$ cat src/verilog/cs_cfg.svh
// constants of the card specific data link: field positions, fixed values, timing
`ifndef CS_CFG_SVH
`define CS_CFG_SVH

`define CS_WIDTH          128
`define CS_STRUCT_HI      127
`define CS_STRUCT_LO      126
`define CS_STRUCT_VAL     2'h2
`define CS_SPEC_HI        125
`define CS_SPEC_LO        122
`define CS_SPEC_VAL       4'h3
`define CS_ASYNC_HI       119
`define CS_ASYNC_LO       112
`define CS_ASYNC_VAL      8'h0E
`define CS_CLKD_HI        111
`define CS_CLKD_LO        104
`define CS_CLKD_VAL       8'h01
`define CS_RATE_HI        103
`define CS_RATE_LO        96
`define CS_RATE_VAL       8'h2A
`define CS_CCC_HI         95
`define CS_CCC_LO         84
`define CS_CCC_VAL        12'h0FF
`define CS_RBL_HI         83
`define CS_RBL_LO         80
`define CS_RBL_VAL        4'h9
`define CS_RBL_MAX        4'hB
`define CS_PART_BIT       79
`define CS_PART_VAL       1'h1
`define CS_WMIS_BIT       78
`define CS_WMIS_VAL       1'h0
`define CS_RMIS_BIT       77
`define CS_RMIS_VAL       1'h0
`define CS_DSR_BIT        76
`define CS_DSR_VAL        1'h0
`define CS_SIZE_HI        73
`define CS_SIZE_LO        62
`define CS_SIZE_VAL       12'h7A7
`define CS_MULT_HI        49
`define CS_MULT_LO        47
`define CS_MULT_VAL       3'h2
`define CS_ONE_BIT        0
`define CS_CLKD_UNIT      100
`define CS_CLK_PERIOD_NS  100
`define CS_LINK_HALF      8
`define CS_REG_CTRL       3'h0
`define CS_REG_WORD0      3'h1
`define CS_REG_WORD1      3'h2
`define CS_REG_WORD2      3'h3
`define CS_REG_WORD3      3'h4
`define CS_REG_BLOCKS     3'h5
`define CS_REG_DELAY      3'h6
`define CS_REG_BLKLEN     3'h7

`endif

$ cat src/verilog/cs_unused_placeholder_never.sv
// intentionally empty module-free file
`timescale 1ns/1ns

$ cat src/verilog/cs_pkg.sv
// types of the host end of the card specific data link
package cs_pkg;
    typedef enum logic [1:0] {
        CS_H_IDLE,
        CS_H_LOW,
        CS_H_HIGH,
        CS_H_FIN
    } cs_host_state_type;
endpackage : cs_pkg

$ cat src/verilog/cs_link_if.sv
// serial link between card and host
`timescale 1ns/1ns
interface cs_link_if;
    logic lclk;
    logic req;
    logic dat;
    modport card (input lclk, input req, output dat);
    modport host (output lclk, output req, input dat);
endinterface : cs_link_if

$ cat src/verilog/cs_host.sv
// host end: reads the card specific data over the link and decodes it
`timescale 1ns/1ns
`include "cs_cfg.svh"
module cs_host #(
    parameter int HALF = `CS_LINK_HALF
) (
    input  wire logic        ref_clk_i,
    input  wire logic        nrst_i,
    input  wire logic [2:0]  avs_address_i,
    input  wire logic        avs_read_i,
    input  wire logic        avs_write_i,
    input  wire logic [31:0] avs_writedata_i,
    output logic      [31:0] avs_readdata_o,
    output logic             avs_waitrequest_o,
    cs_link_if.host          link
);
    localparam int LINK_PERIOD_NS = 2 * HALF * `CS_CLK_PERIOD_NS;

    cs_pkg::cs_host_state_type state_q;
    logic [1:0]           dat_s_q;
    logic [7:0]           cnt_q;
    logic [7:0]           bits_q;
    logic [`CS_WIDTH-1:0] data_q;
    logic                 done_q;
    logic                 ack_q;
    logic                 start;
    logic [31:0]          rdata_d;
    logic [31:0]          rdata_q;
    logic [7:0]           async_code;
    logic [7:0]           mant10;
    logic [31:0]          pow_ns;
    logic [31:0]          delay_tenth_ns;
    logic [31:0]          block_count;
    logic [31:0]          block_len;
    logic                 field_err;

    // a start write takes effect at the edge where waitrequest is low
    assign start = avs_write_i && ack_q && avs_address_i == `CS_REG_CTRL
                   && avs_writedata_i[0] && state_q == cs_pkg::CS_H_IDLE;

    always_ff @(posedge ref_clk_i or negedge nrst_i) begin
        if (!nrst_i) begin
            dat_s_q <= 2'h0;
        end else begin
            dat_s_q <= {dat_s_q[0], link.dat};
        end
    end

    // link sequencer: own divider makes the link clock, sample just before rise
    always_ff @(posedge ref_clk_i or negedge nrst_i) begin
        if (!nrst_i) begin
            state_q <= cs_pkg::CS_H_IDLE;
            cnt_q   <= 8'h00;
            bits_q  <= 8'h00;
            data_q  <= '0;
        end else begin
            case (state_q)
                cs_pkg::CS_H_IDLE: begin
                    if (start) begin
                        state_q <= cs_pkg::CS_H_LOW;
                        cnt_q   <= 8'h00;
                        bits_q  <= 8'h00;
                    end
                end
                cs_pkg::CS_H_LOW: begin
                    if (cnt_q == 8'(HALF - 1)) begin
                        data_q  <= {data_q[`CS_WIDTH-2:0], dat_s_q[1]};
                        cnt_q   <= 8'h00;
                        state_q <= cs_pkg::CS_H_HIGH;
                    end else begin
                        cnt_q <= cnt_q + 8'h01;
                    end
                end
                cs_pkg::CS_H_HIGH: begin
                    if (cnt_q == 8'(HALF - 1)) begin
                        cnt_q  <= 8'h00;
                        bits_q <= bits_q + 8'h01;
                        if (bits_q == 8'(`CS_WIDTH - 1)) begin
                            state_q <= cs_pkg::CS_H_FIN;
                        end else begin
                            state_q <= cs_pkg::CS_H_LOW;
                        end
                    end else begin
                        cnt_q <= cnt_q + 8'h01;
                    end
                end
                cs_pkg::CS_H_FIN: begin
                    state_q <= cs_pkg::CS_H_IDLE;
                end
                default: begin
                    state_q <= cs_pkg::CS_H_IDLE;
                end
            endcase
        end
    end

    assign link.lclk = (state_q == cs_pkg::CS_H_HIGH);
    assign link.req  = (state_q == cs_pkg::CS_H_LOW) || (state_q == cs_pkg::CS_H_HIGH);

    // done flag: set at end of read wins over a clear by a new start
    always_ff @(posedge ref_clk_i or negedge nrst_i) begin
        if (!nrst_i) begin
            done_q <= 1'b0;
        end else if (state_q == cs_pkg::CS_H_FIN) begin
            done_q <= 1'b1;
        end else if (start) begin
            done_q <= 1'b0;
        end
    end

    // decode of the received fields
    assign async_code = data_q[`CS_ASYNC_HI:`CS_ASYNC_LO];

    always_comb begin
        case (async_code[6:3])
            4'h1:    mant10 = 8'h0A;
            4'h2:    mant10 = 8'h0C;
            4'h3:    mant10 = 8'h0D;
            4'h4:    mant10 = 8'h0F;
            4'h5:    mant10 = 8'h14;
            4'h6:    mant10 = 8'h19;
            4'h7:    mant10 = 8'h1E;
            4'h8:    mant10 = 8'h23;
            4'h9:    mant10 = 8'h28;
            4'hA:    mant10 = 8'h2D;
            4'hB:    mant10 = 8'h32;
            4'hC:    mant10 = 8'h37;
            4'hD:    mant10 = 8'h3C;
            4'hE:    mant10 = 8'h46;
            4'hF:    mant10 = 8'h50;
            default: mant10 = 8'h00;
        endcase
        case (async_code[2:0])
            3'h0:    pow_ns = 32'h0000_0001;
            3'h1:    pow_ns = 32'h0000_000A;
            3'h2:    pow_ns = 32'h0000_0064;
            3'h3:    pow_ns = 32'h0000_03E8;
            3'h4:    pow_ns = 32'h0000_2710;
            3'h5:    pow_ns = 32'h0001_86A0;
            3'h6:    pow_ns = 32'h000F_4240;
            default: pow_ns = 32'h0098_9680;
        endcase
    end

    // total access delay in tenths of ns at the link clock actually used
    assign delay_tenth_ns = 32'(mant10) * pow_ns
        + 32'(data_q[`CS_CLKD_HI:`CS_CLKD_LO]) * 32'(`CS_CLKD_UNIT * LINK_PERIOD_NS * 10);

    assign block_count = (32'(data_q[`CS_SIZE_HI:`CS_SIZE_LO]) + 32'h1)
        << (32'(data_q[`CS_MULT_HI:`CS_MULT_LO]) + 32'h2);
    assign block_len = 32'h1 << data_q[`CS_RBL_HI:`CS_RBL_LO];

    // reserved codes seen in the received fields
    assign field_err = async_code[7] || async_code[6:3] == 4'h0
        || data_q[`CS_RATE_HI] || data_q[`CS_RATE_HI-1:`CS_RATE_LO+3] == 4'h0
        || data_q[`CS_RATE_LO+2]
        || data_q[`CS_RBL_HI:`CS_RBL_LO] > `CS_RBL_MAX;

    // avalon slave: one wait cycle then answer
    always_ff @(posedge ref_clk_i or negedge nrst_i) begin
        if (!nrst_i) begin
            ack_q <= 1'b0;
        end else begin
            ack_q <= (avs_read_i || avs_write_i) && !ack_q;
        end
    end

    assign avs_waitrequest_o = (avs_read_i || avs_write_i) && !ack_q;

    always_comb begin
        case (avs_address_i)
            `CS_REG_CTRL:   rdata_d = {29'h0, field_err, done_q,
                                       state_q != cs_pkg::CS_H_IDLE};
            `CS_REG_WORD0:  rdata_d = data_q[127:96];
            `CS_REG_WORD1:  rdata_d = data_q[95:64];
            `CS_REG_WORD2:  rdata_d = data_q[63:32];
            `CS_REG_WORD3:  rdata_d = data_q[31:0];
            `CS_REG_BLOCKS: rdata_d = block_count;
            `CS_REG_DELAY:  rdata_d = delay_tenth_ns;
            `CS_REG_BLKLEN: rdata_d = block_len;
            default:        rdata_d = 32'h0;
        endcase
    end

    always_ff @(posedge ref_clk_i or negedge nrst_i) begin
        if (!nrst_i) begin
            rdata_q <= 32'h0;
        end else if (avs_read_i && !ack_q) begin
            rdata_q <= rdata_d;
        end
    end

    assign avs_readdata_o = rdata_q;
endmodule : cs_host

$ cat src/flat_wrapper.sv
// flat-port wrapper written by rule: the top's interface ports become plain ports
module cs_host_flat 
#(
    parameter int HALF = `CS_LINK_HALF
)
  (ref_clk_i, nrst_i, avs_address_i, avs_read_i, avs_write_i, avs_writedata_i, avs_readdata_o, avs_waitrequest_o, link_lclk, link_req, link_dat);
  cs_link_if link_i ();
  input  wire logic ref_clk_i;
  input  wire logic nrst_i;
  input  wire logic [2:0] avs_address_i;
  input  wire logic avs_read_i;
  input  wire logic avs_write_i;
  input  wire logic [31:0] avs_writedata_i;
  output logic      [31:0] avs_readdata_o;
  output logic avs_waitrequest_o;
  output wire logic [$bits(link_i.lclk)-1:0] link_lclk;
  output wire logic [$bits(link_i.req)-1:0] link_req;
  input wire logic [$bits(link_i.dat)-1:0] link_dat;
  assign link_lclk = link_i.lclk;
  assign link_req = link_i.req;
  assign link_i.dat = link_dat;
  cs_host #(.HALF(HALF)) u_core (.ref_clk_i(ref_clk_i), .nrst_i(nrst_i), .avs_address_i(avs_address_i), .avs_read_i(avs_read_i), .avs_write_i(avs_write_i), .avs_writedata_i(avs_writedata_i), .avs_readdata_o(avs_readdata_o), .avs_waitrequest_o(avs_waitrequest_o), .link(link_i));
endmodule
$ cat config.mk
export PLATFORM = sky130hd
export DESIGN_NAME = cs_host_flat
export DESIGN_NICKNAME = d
export VERILOG_FILES = /design/src/verilog/cs_unused_placeholder_never.sv /design/src/verilog/cs_pkg.sv /design/src/verilog/cs_link_if.sv /design/src/verilog/cs_host.sv /design/src/flat_wrapper.sv
export VERILOG_INCLUDE_DIRS = /design/src /design/src/verilog
export SDC_FILE = /design/constraint.sdc
export NUM_CORES = 1
export LEC_CHECK = 0
export ABC_AREA = 1
export BUFFER_PORTS_ARGS = -buffer_cell sky130_fd_sc_hd__buf_2
export CORE_ASPECT_RATIO = 1.2
export CORE_MARGIN = 2
export CORE_UTILIZATION = 46
export CTS_BUF_LIST = sky130_fd_sc_hd__clkbuf_8
export DETAILED_ROUTE_END_ITERATION = 7
export SLEW_MARGIN = 20
export SYNTH_ARGS = -nofsm -noshare
export SYNTH_HDL_FRONTEND = slang
export SYNTH_SLANG_ARGS = --single-unit
$ cat constraint.sdc
create_clock -name ref_clk_i -period 7.4 [get_ports ref_clk_i]
set_input_delay 1.11 -clock ref_clk_i [delete_from_list [all_inputs] [get_ports ref_clk_i]]
set_output_delay 1.11 -clock ref_clk_i [all_outputs]
set_load 0.05 [all_outputs]
==> results.md, run 1 <==
- Power Dens Cells: 150.3 nW/um2
- Max Cap Viol: 0
- Final WL: 49640 um
- Inserted Clock Buffers: 17
- PortBufs: 43
- Synth Register Bits: 182
- First-pass GRT wire length: 78740 um
- Clk buf depth: 2
- Total grt overflow: 0
- CP Data Arrival Time: 7.41 ns
- Post-DP HPWL: 39370 um
- Cell mode on critical path: nand2_1
- P&R area growth vs syn: 6.794%
- Total global-route track usage: 0.2705
- Clk_skew: 0.01359 ns
- R2R Path Start: u_core.data_q[108]
- Worst hold path type: reg2reg
- Slew margin rel.: 0.4140
- Antenna Violating Nets Remaining: 0
- Tot Pwr: 0.002701 W
- Fin crit share: 0.9487
- Syn Nets: 2526
- Synthesized area: 16830 um2
- Overall die height: 213.6 um
- CTS H-tree depth: 4
- Area of the multi-input gates: 10550 um2
- TNS Setup: 0 ns
- Status: finished, final reports clean
- Max incr delay on CP: 0.51 ns
- Final Max Slew Viols: 0
- Unrepaired setup endpoints after global routing: yes
- Lkg Pwr: 9.137 nW
- Fillers: 3644
- Vias in the first global route: 14560
- CP Launch Point: u_core.data_q[108]
- Pre-CTS setup slack: 0.2213 ns
- YS warnings: 0
- WL per Instance: 18.28 um
- Via density: 5.412
- Final setup violation count: 0
- Critical Path RT: 7.79 ns
- Synth area leader: dfrtp_1
- Drt first pass iters: 5
- Yosys cell types: 46
- Synth Flop Type: dfrtp_1
- Number of remaining DRC errors: 0
- Mean Syn Cell Area: 7.589 um2
- Ranking of synthesized cells by area: dfrtp_1 27%, fa_1 15%, ha_1 11%, nand2_1 11%, inv_1 8.7%
- Core area: 35940 um2
- Clock sink count: 182
- Most common cell in the netlist: nand2_1
- Worst vdd ir: 0.0001907 V
- Die ar.: 38150 um2
- Worst setup EP type: register
- Largest net degree at the start of global routing: 153
- Initial antenna violation count: 0
- Worst hold start: u_core.dat_s_q[0]
- Worst slew pin tran: 0.8789 ns
- Startpoint Class: register
- Setup ws final: 0.3793 ns
- CP max-delay cell: fa_1
- CP delay by family, top: adder cells
- Post-synth EDFFs: 0
- Reg area: 4556 um2
- Die Wd: 178.6 um
- Final #Nets: 2543
- Antenna diode count: 0
- Synth top area share: 0.2706
- Share of cells above drive strength 1: 0.06094
- Kind of critical path: reg2reg
- Starting Density: 0.4683
- FMAX: 0.1424 GHz
- Post-DP Area: 17480 um2
- DR iter-0 viols: 1074
- Fin crit period: 7.021 ns
- WP buf/inv: 4
- CTS tree: yes
- CP max FO: 5
- Cell area after layout: 17980 um2
- Clk pin slew, worst setup/hold paths: 0.10 ns
- I/O pin count: 75
- Total number of vias: 14700
- Skew-Pair Late Insertion Delay: 0.49 ns
- Asr flop ratio synth: 1.000
- Root Driver: clkbuf_8
- Seq/Total Area, Yosys: 0.2706
- Fin. Hold Viols: 0
- Cell Rows: 76
- Post-Syn Instances: 2218
- CTS Hold Bufs: 0
- GP Congestion: 0.9458
- Synth top cells by count: 479 x nand2_1, 388 x inv_1, 212 x nor2_1
-- worst reg2reg max path: cells and delay by family (launching register included) --
| kind | cells | cell delay [ns] |
|---|---|---|
| buf+inv | 4 | 0.22 |
| compound gates | 1 | 0.24 |
| xor+xnor | 1 | 0.27 |
| simple gates | 15 | 1.70 |
| fa+ha+maj | 10 | 4.02 |
| flops | 1 | 0.46 |
-- logic make-up (layout without fill, tap and decap cells) --
family / count (synthesis) / count (layout) / share of synthesized area
mux: 14 / 14 / 0.009366
simple gates: 943 / 943 / 0.2382
buf+inv: 464 / 494 / 0.1074
xor+xnor: 21 / 21 / 0.01093
compound gates: 326 / 326 / 0.1094
fa+ha+maj: 268 / 268 / 0.2541
flops: 182 / 182 / 0.2706
-- sequential cells by signal (all words and copies together) (netlist names) --
signal and cells:
u_core.done_q 1, u_core.state_q 2, u_core.cnt_q 8, u_core.dat_s_q 2, u_core.ack_q 1, u_core.bits_q 8, u_core.data_q 128, u_core.avs_readdata_o 32
-- power by group --
part / internal (W) / total, W / switching (W) / leakage, nW
Clock: 0.000305 / 0.000673 / 0.000368 / 0.200
Combinational: 0.000252 / 0.000850 / 0.000598 / 6.43
Sequential: 0.00110 / 0.00118 / 0.0000777 / 2.50
Total: 0.00166 / 0.00270 / 0.00104 / 9.14
-- layer usage --
metal / vias up / share of wire / global-route usage
li1: 7135 / - / -
met3: 78 / 0.040 / 0.02252
met5: - / 0 / 0
met4: 0 / 0.039 / 0.1133
met2: 381 / 0.50 / 0.4710
met1: 7104 / 0.42 / 0.3463
-- stage by stage --
stage | cells | hold slack [ns] | util
2_1_floorplan | 2218 | 0.3312 | -
3_3_place_gp | 2681 | 0.3769 | 0.4864
3_5_place_dp | 2681 | 0.3641 | 0.4864
4_1_cts | 2713 | 0.4037 | 0.4971
5_1_grt | 2716 | 0.4135 | 0.5001
6_report | 2716 | 0.3860 | 0.5001
-- cell usage in the layout, fill, tap and decap left out, types with 13 or more instances in the layout --
| master | count |
|---|---|
| a221oi_1 | 16 |
| o21ai_0 | 55 |
| a21oi_1 | 93 |
| clkbuf_8 | 19 |
| fa_1 | 123 |
| mux2_1 | 14 |
| nor3_1 | 21 |
| nand4_1 | 28 |
| dfrtp_1 | 181 |
| nor2_1 | 209 |
| buf_2 | 42 |
| ha_1 | 141 |
| nand3_1 | 161 |
| xor2_1 | 13 |
| o22ai_1 | 39 |
| nand2_1 | 478 |
| o21ai_1 | 83 |
| buf_4 | 21 |
| inv_1 | 392 |
-- final cells by class --
type,count,share of cell area
Tap cell,468,0.03257
Clock inverter,14,0.007656
Clock buffer,18,0.01378
Inverter,397,0.08290
Sequential cell,182,0.2534
Timing Repair Buffer,65,0.02276
Multi-Input combinational cell,1572,0.5869
-- final timing paths --
check	slack, ns	endpoint	depth (start not counted)
min	0.39	u_core.dat_s_q[1]	0
max in group asynchronous	5.24	u_core.avs_readdata_o[18]	3
min reg2reg	0.39	u_core.dat_s_q[1]	0
min in group asynchronous	0.58	u_core.bits_q[0]	1
max reg2reg	0.38	u_core.avs_readdata_o[25]	31
max	0.38	u_core.avs_readdata_o[25]	31
-- repair_timing --
item	in CTS	in global routing
setup endpoints to repair	0	13
setup buffers	0	2
gates resized for setup	0	14
Power figures use the tool's default switching activity.
==> run 2, diff against run 1 <==
- CTS_BUF_LIST: sky130_fd_sc_hd__clkbuf_8 -> not set
- MAX_ROUTING_LAYER: not set -> met4
==> results.md, run 2 (synthesized netlist as in run 1, its figures left out) <==
- Slew margin rel.: 0.4019 (-0.01215)
- Worst reg-to-reg path cell count: 33 (+6.5%)
- Final setup violation count: 0 (unchanged)
- Fillers: 3565 (-2.2%)
- CTS H-tree depth: 4 (unchanged)
- Fin. Hold Viols: 0 (unchanged)
- Worst setup EP type: register
- Skew-Pair Late Insertion Delay: 0.46 ns (-0.03 ns)
- Number of remaining DRC errors: 0 (unchanged)
- Status: finished, final reports clean
- R2R Path Start: u_core.data_q[108]
- RR Endpoint: u_core.avs_readdata_o[31]
- Starting Density: 0.4683 (unchanged)
- Post-DP HPWL: 40120 um (+1.9%)
- Root Driver: clkbuf_16
- Total grt overflow: 0 (unchanged)
- GP Congestion: 0.9388 (-0.74%)
- Area of the multi-input gates: 10560 um2 (about the same)
- Final Max Slew Viols: 0 (unchanged)
- Die Wd: 178.6 um (unchanged)
- Largest net degree at the start of global routing: 156 (+2.0%)
- Worst slew pin tran: 0.8972 ns (+0.01823 ns)
- FMAX: 0.1415 GHz (-0.63%)
- I/O pin count: 75 (unchanged)
- Power Dens Cells: 163.9 nW/um2 (+9.1%)
- DR iter-0 viols: 1099 (+2.3%)
- WL per Instance: 18.50 um (+1.2%)
- R2R setup slack: 0.33 ns (-0.04 ns)
- Crit path to: u_core.avs_readdata_o[31]
- First-pass GRT wire length: 79300 um (+0.72%)
- CTS tree: yes
- Via density: 5.421 (+0.18%)
- CP Launch Point: u_core.data_q[108]
- Util after Layout: 0.5068 (+0.006649)
- Clk_skew: 0.008667 ns (-0.004920 ns)
- PortBufs: 43 (unchanged)
- Worst hold path type: reg2reg
- Inserted Clock Buffers: 17 (unchanged)
- Vias in the first global route: 14470 (-0.66%)
- CP max FO: 5 (unchanged)
- Initial antenna violation count: 1 (+1)
- Final WL: 50340 um (+1.4%)
- Max reg flops: 128 (unchanged)
- Cell Rows: 76 (unchanged)
- Drt first pass iters: 5 (unchanged)
- Die ar.: 38150 um2 (unchanged)
- CP Data Arrival Time: 7.46 ns (+0.05 ns)
- Cell mode on critical path: inv_1
- Max Cap Viol: 0 (unchanged)
- Startpoint Class: register
- Share of cells above drive strength 1: 0.06486 (+0.003917)
- Lkg Pwr: 9.235 nW (+1.1%)
- P&R area growth vs syn: 8.214%
- Clock sink count: 182 (unchanged)
- Reg area: 4556 um2 (unchanged)
- Overall die height: 213.6 um (unchanged)
- Kind of critical path: reg2reg
- Worst vdd ir: 0.0002414 V (+27%)
- Core area: 35940 um2 (unchanged)
- Clk buf depth: 2 (unchanged)
- Antenna Violating Nets Remaining: 0 (unchanged)
- Max incr delay on CP: 0.56 ns (+0.05 ns)
- Final #Nets: 2546 (+0.12%)
- Reg with most FFs: u_core.data_q
- Clk pin slew, worst setup/hold paths: 0.07 ns (-0.03 ns)
- CP max-delay cell: fa_1
- Total number of vias: 14750 (+0.36%)
- Most frequent cells in the layout: 478 x nand2_1, 388 x inv_1, 210 x nor2_1
- CTS Hold Bufs: 0 (unchanged)
- Commonest non-fill, non-tap cell in the layout: nand2_1
- Fin crit share: 0.9547 (+0.006009)
- Fin crit period: 7.065 ns (+0.04446 ns)
- Total global-route track usage: 0.2824 (+0.01184)
- TNS Setup: 0 ns (unchanged)
- Critical Path RT: 7.79 ns (about the same)
-- run 2: final cells by class --
type	count	share of cell area
antenna	2	0.0002748
clock buffer	20	0.02562
clock inverter	12	0.007762
inverter	397	0.08181
multi-input combinational	1572	0.5797
sequential	182	0.2501
tap	468	0.03215
timing repair buffer	68	0.02260
-- run 2: worst min-delay path by stage --
stage | slack (ns) | start | cells after the start | to
3_3_place_gp | 0.35 | u_core.dat_s_q[0] | 0 | u_core.dat_s_q[1]
6_report | 0.36 | u_core.dat_s_q[0] | 0 | u_core.dat_s_q[1]
5_1_grt | 0.38 | u_core.dat_s_q[0] | 0 | u_core.dat_s_q[1]
2_1_floorplan | 0.33 | u_core.dat_s_q[0] | 0 | u_core.dat_s_q[1]
4_1_cts | 0.37 | u_core.dat_s_q[0] | 0 | u_core.dat_s_q[1]
3_5_place_dp | 0.34 | u_core.dat_s_q[0] | 0 | u_core.dat_s_q[1]
-- run 2: layer usage --
| layer | vias to the layer above | global-route usage | wire, um | part of all wire |
|---|---|---|---|---|
| met5 | - | - | 0 | 0 |
| met4 | 0 | 0.1371 | 2465 | 0.049 |
| met3 | 101 | 0.02784 | 2155 | 0.043 |
| met2 | 368 | 0.4690 | 24710 | 0.49 |
| met1 | 7125 | 0.3455 | 21000 | 0.42 |
| li1 | 7157 | - | - | - |
-- run 2: power by group --
group,leakage [nW],switching (W),internal (W)
registers,2.50,0.0000778,0.00110
clock network,0.293,0.000427,0.000530
logic,6.44,0.000598,0.000251
-- run 2: metrics by stage --
| stage | setup slack, ns | hold slack [ns] | cell area [um2] | total power, W | instances |
|---|---|---|---|---|---|
| 2_1_floorplan | 1.073 | 0.3312 | 16830 | 0.001770 | 2218 |
| 3_3_place_gp | 0.2872 | 0.3451 | 17510 | 0.002021 | 2685 |
| 3_5_place_dp | 0.2656 | 0.3418 | 17510 | 0.002035 | 2685 |
| 4_1_cts | 0.2129 | 0.3673 | 18120 | 0.002997 | 2717 |
| 5_1_grt | -0.01101 | 0.3794 | 18210 | 0.003160 | 2720 |
| 6_report | 0.3349 | 0.3606 | 18220 | 0.002985 | 2721 |
-- run 2: worst max-delay path, delay by kind of cell (launching register included) --
family / cells / cell delay, ns
DFF: 1 / 0.43
adders and majority gates: 10 / 4.08
xor gates and xnor gates: 1 / 0.18
and+or+nand+nor: 12 / 1.38
AOI/OAI and AO/OA: 3 / 0.39
buffers and inverters: 7 / 0.49
-- run 2: repair_timing --
| item | CTS | global route |
|---|---|---|
| gates resized for setup | 0 | 14 |
| endpoints found under the setup margin | 0 | 9 |
| buffers inserted | 0 | 2 |
| hold endpoints to repair | 0 | 0 |
==> run 3, diff against run 2 <==
- CORE_UTILIZATION: 46 -> 64
- PLACE_DENSITY: not set -> 0.82
==> results.md, run 3 (synthesized netlist as in run 1, its figures left out) <==
- Status: finished, final reports clean
- Max incr delay on CP: 0.53 ns (-0.03 ns)
- Largest net degree at the start of global routing: 148 (-5.1%)
- Worst hold path type: reg2reg
- CP Data Arrival Time: 7.49 ns (+0.03 ns)
- Cell mode on critical path: nand2_1
- Fin crit share: 0.9661 (+0.01133)
- Commonest non-fill, non-tap cell in the layout: nand2_1
- CP max-delay cell: fa_1
- First-pass GRT wire length: 79580 um (+0.36%)
- Hold Crit Depth: 0 (unchanged)
- Root Driver: clkbuf_16
- Cell Rows: 65 (-14%)
- CP max FO: 6 (+1)
- Antenna Violating Nets Remaining: 0 (unchanged)
- Drt first pass iters: 7 (+2)
- Final #Nets: 2540 (-0.24%)
- CTS tree: yes
- Total grt overflow: 0 (unchanged)
- Max Cap Viol: 0 (unchanged)
- Critical Path RT: 7.74 ns (-0.05 ns)
- Via density: 5.845 (+7.8%)
- Power Dens Cells: 167.5 nW/um2 (+2.2%)
- Layout Cells excl Fill: 2580 (-5.2%)
- Kind of critical path: reg2reg
- CTS Hold Bufs: 0 (unchanged)
- Final Max Slew Viols: 0 (unchanged)
- Clk pin slew, worst setup/hold paths: 0.08 ns (about the same)
- Worst setup EP type: register
- Share of cells above drive strength 1: 0.06147 (-0.003390)
- Worst vdd ir: 0.0002484 V (+2.9%)
- Total global-route track usage: 0.3783 (+0.09589)
- Die Wd: 152.0 um (-15%)
- Starting Density: 0.6448 (+0.1765)
- Slew margin rel.: 0.3662 (-0.03571)
- Die ar.: 27620 um2 (-28%)
- Max reg flops: 128 (unchanged)
- Setup ws final: 0.2510 ns (-0.08387 ns)
- Overall die height: 181.7 um (-15%)
- Initial antenna violation count: 0 (-1)
- Fin. Hold Viols: 0 (unchanged)
- Inserted Clock Buffers: 17 (unchanged)
- Cell area after layout: 18020 um2 (-1.1%)
- Inst Count DP: 2546 (-5.2%)
- Lkg Pwr: 9.221 nW (-0.16%)
- Pre-CTS setup slack: 0.2701 ns (+0.004476 ns)
- WL per Instance: 19.21 um (+3.8%)
- Final setup violation count: 0 (unchanged)
- Fin crit period: 7.149 ns (+0.08387 ns)
- Clk buf depth: 2 (unchanged)
- DR iter-0 viols: 1372 (+25%)
- Reg with most FFs: u_core.data_q
- Antenna diode count: 0 (-2)
- PortBufs: 43 (unchanged)
- Clock sink count: 182 (unchanged)
- Skew-Pair Late Insertion Delay: 0.45 ns (about the same)
- Unrepaired setup endpoints after global routing: yes
- P&R area growth vs syn: 7.032%
- Vias in the first global route: 15170 (+4.9%)
- Post-DP HPWL: 38920 um (-3.0%)
- Worst slew pin tran: 0.9449 ns (+0.04772 ns)
- Number of remaining DRC errors: 0 (unchanged)
- Clk_skew: 0.01170 ns (+0.003035 ns)
- GP Congestion: 0.9554 (+1.8%)
- Most frequent cells in the layout: 478 x nand2_1, 388 x inv_1, 208 x nor2_1
- Final WL: 49550 um (-1.6%)
- I/O pin count: 75 (unchanged)
- Worst reg-to-reg path cell count: 28 (-15%)
- FMAX: 0.1399 GHz (-1.2%)
- Total number of vias: 15080 (+2.2%)
- Core area: 26110 um2 (-27%)
- Post-DP Area: 17300 um2 (-1.2%)
- CTS H-tree depth: 4 (unchanged)
- Startpoint Class: register
==> run 3: cell count changes in the layout (fill, tap and decap cells not counted), sizes merged <==
cell and delta:
diode -2, inv +2, buf -6, clkbuf -3, clkinvlp -2, clkinv +3
==> run 3: path summary, 6_finish.rpt <==
check	start	end	slack, ns
max	u_core.data_q[107]	u_core.avs_readdata_o[29]	0.25
max reg2reg	u_core.data_q[107]	u_core.avs_readdata_o[29]	0.25
min in group asynchronous	nrst_i	u_core.avs_readdata_o[11]	0.73
max in group asynchronous	nrst_i	u_core.data_q[114]	5.34
min reg2reg	u_core.dat_s_q[0]	u_core.dat_s_q[1]	0.36
min	u_core.dat_s_q[0]	u_core.dat_s_q[1]	0.36
==> run 3: what timing repair did <==
item | in CTS | in global routing
buffers inserted | 0 | 2
resized for setup | 0 | 16
setup endpoints to repair | 0 | 12
==> run 3: final cells by class <==
cell class / instances / area, um2
timing repair buffer: 62 / 370.4
clock inverter: 15 / 227.7
sequential: 182 / 4557
fill: 2242 / 8090
clock buffer: 17 / 425.4
inverter: 397 / 1490
tap: 335 / 419.2
multi-input combinational: 1572 / 10530
==> run 3: per-layer routing <==
metal / up-vias / wire length, um / track usage / share of wire
met3: 115 / 2414 / 0.03484 / 0.049
li1: 7143 / - / - / -
met2: 497 / 25180 / 0.6560 / 0.51
met5: - / 0 / - / 0
met1: 7324 / 19640 / 0.4542 / 0.40
met4: 0 / 2316 / 0.1611 / 0.047
==> run 3: per-stage QoR <==
| stage | setup TNS (ns) | hold slack [ns] | utilization | total power [W] |
|---|---|---|---|---|
| 5_1_grt | -0.1893 | 0.3712 | 0.6901 | 0.003167 |
| 4_1_cts | 0 | 0.3652 | 0.6878 | 0.003007 |
| 3_5_place_dp | 0 | 0.3395 | 0.6627 | 0.002025 |
| 2_1_floorplan | 0 | 0.3312 | - | 0.001770 |
| 3_3_place_gp | 0 | 0.3433 | 0.6627 | 0.001997 |
| 6_report | 0 | 0.3609 | 0.6901 | 0.003017 |
==> run 3: power breakdown <==
part           leakage, nW  internal [W]  switching [W]
logic                 6.41      0.000245       0.000591
registers             2.50       0.00110      0.0000863
clock network        0.313      0.000528       0.000467
==> run 3: critical path: cells and delay by family, from the launching register on <==
family,cells,cell delay [ns]
and+or+nand+nor,12,1.60
xor gates and xnor gates,1,0.18
AOI/OAI and AO/OA,2,0.50
DFF,1,0.48
adders and majority gates,10,4.07
buffers and inverters,3,0.21
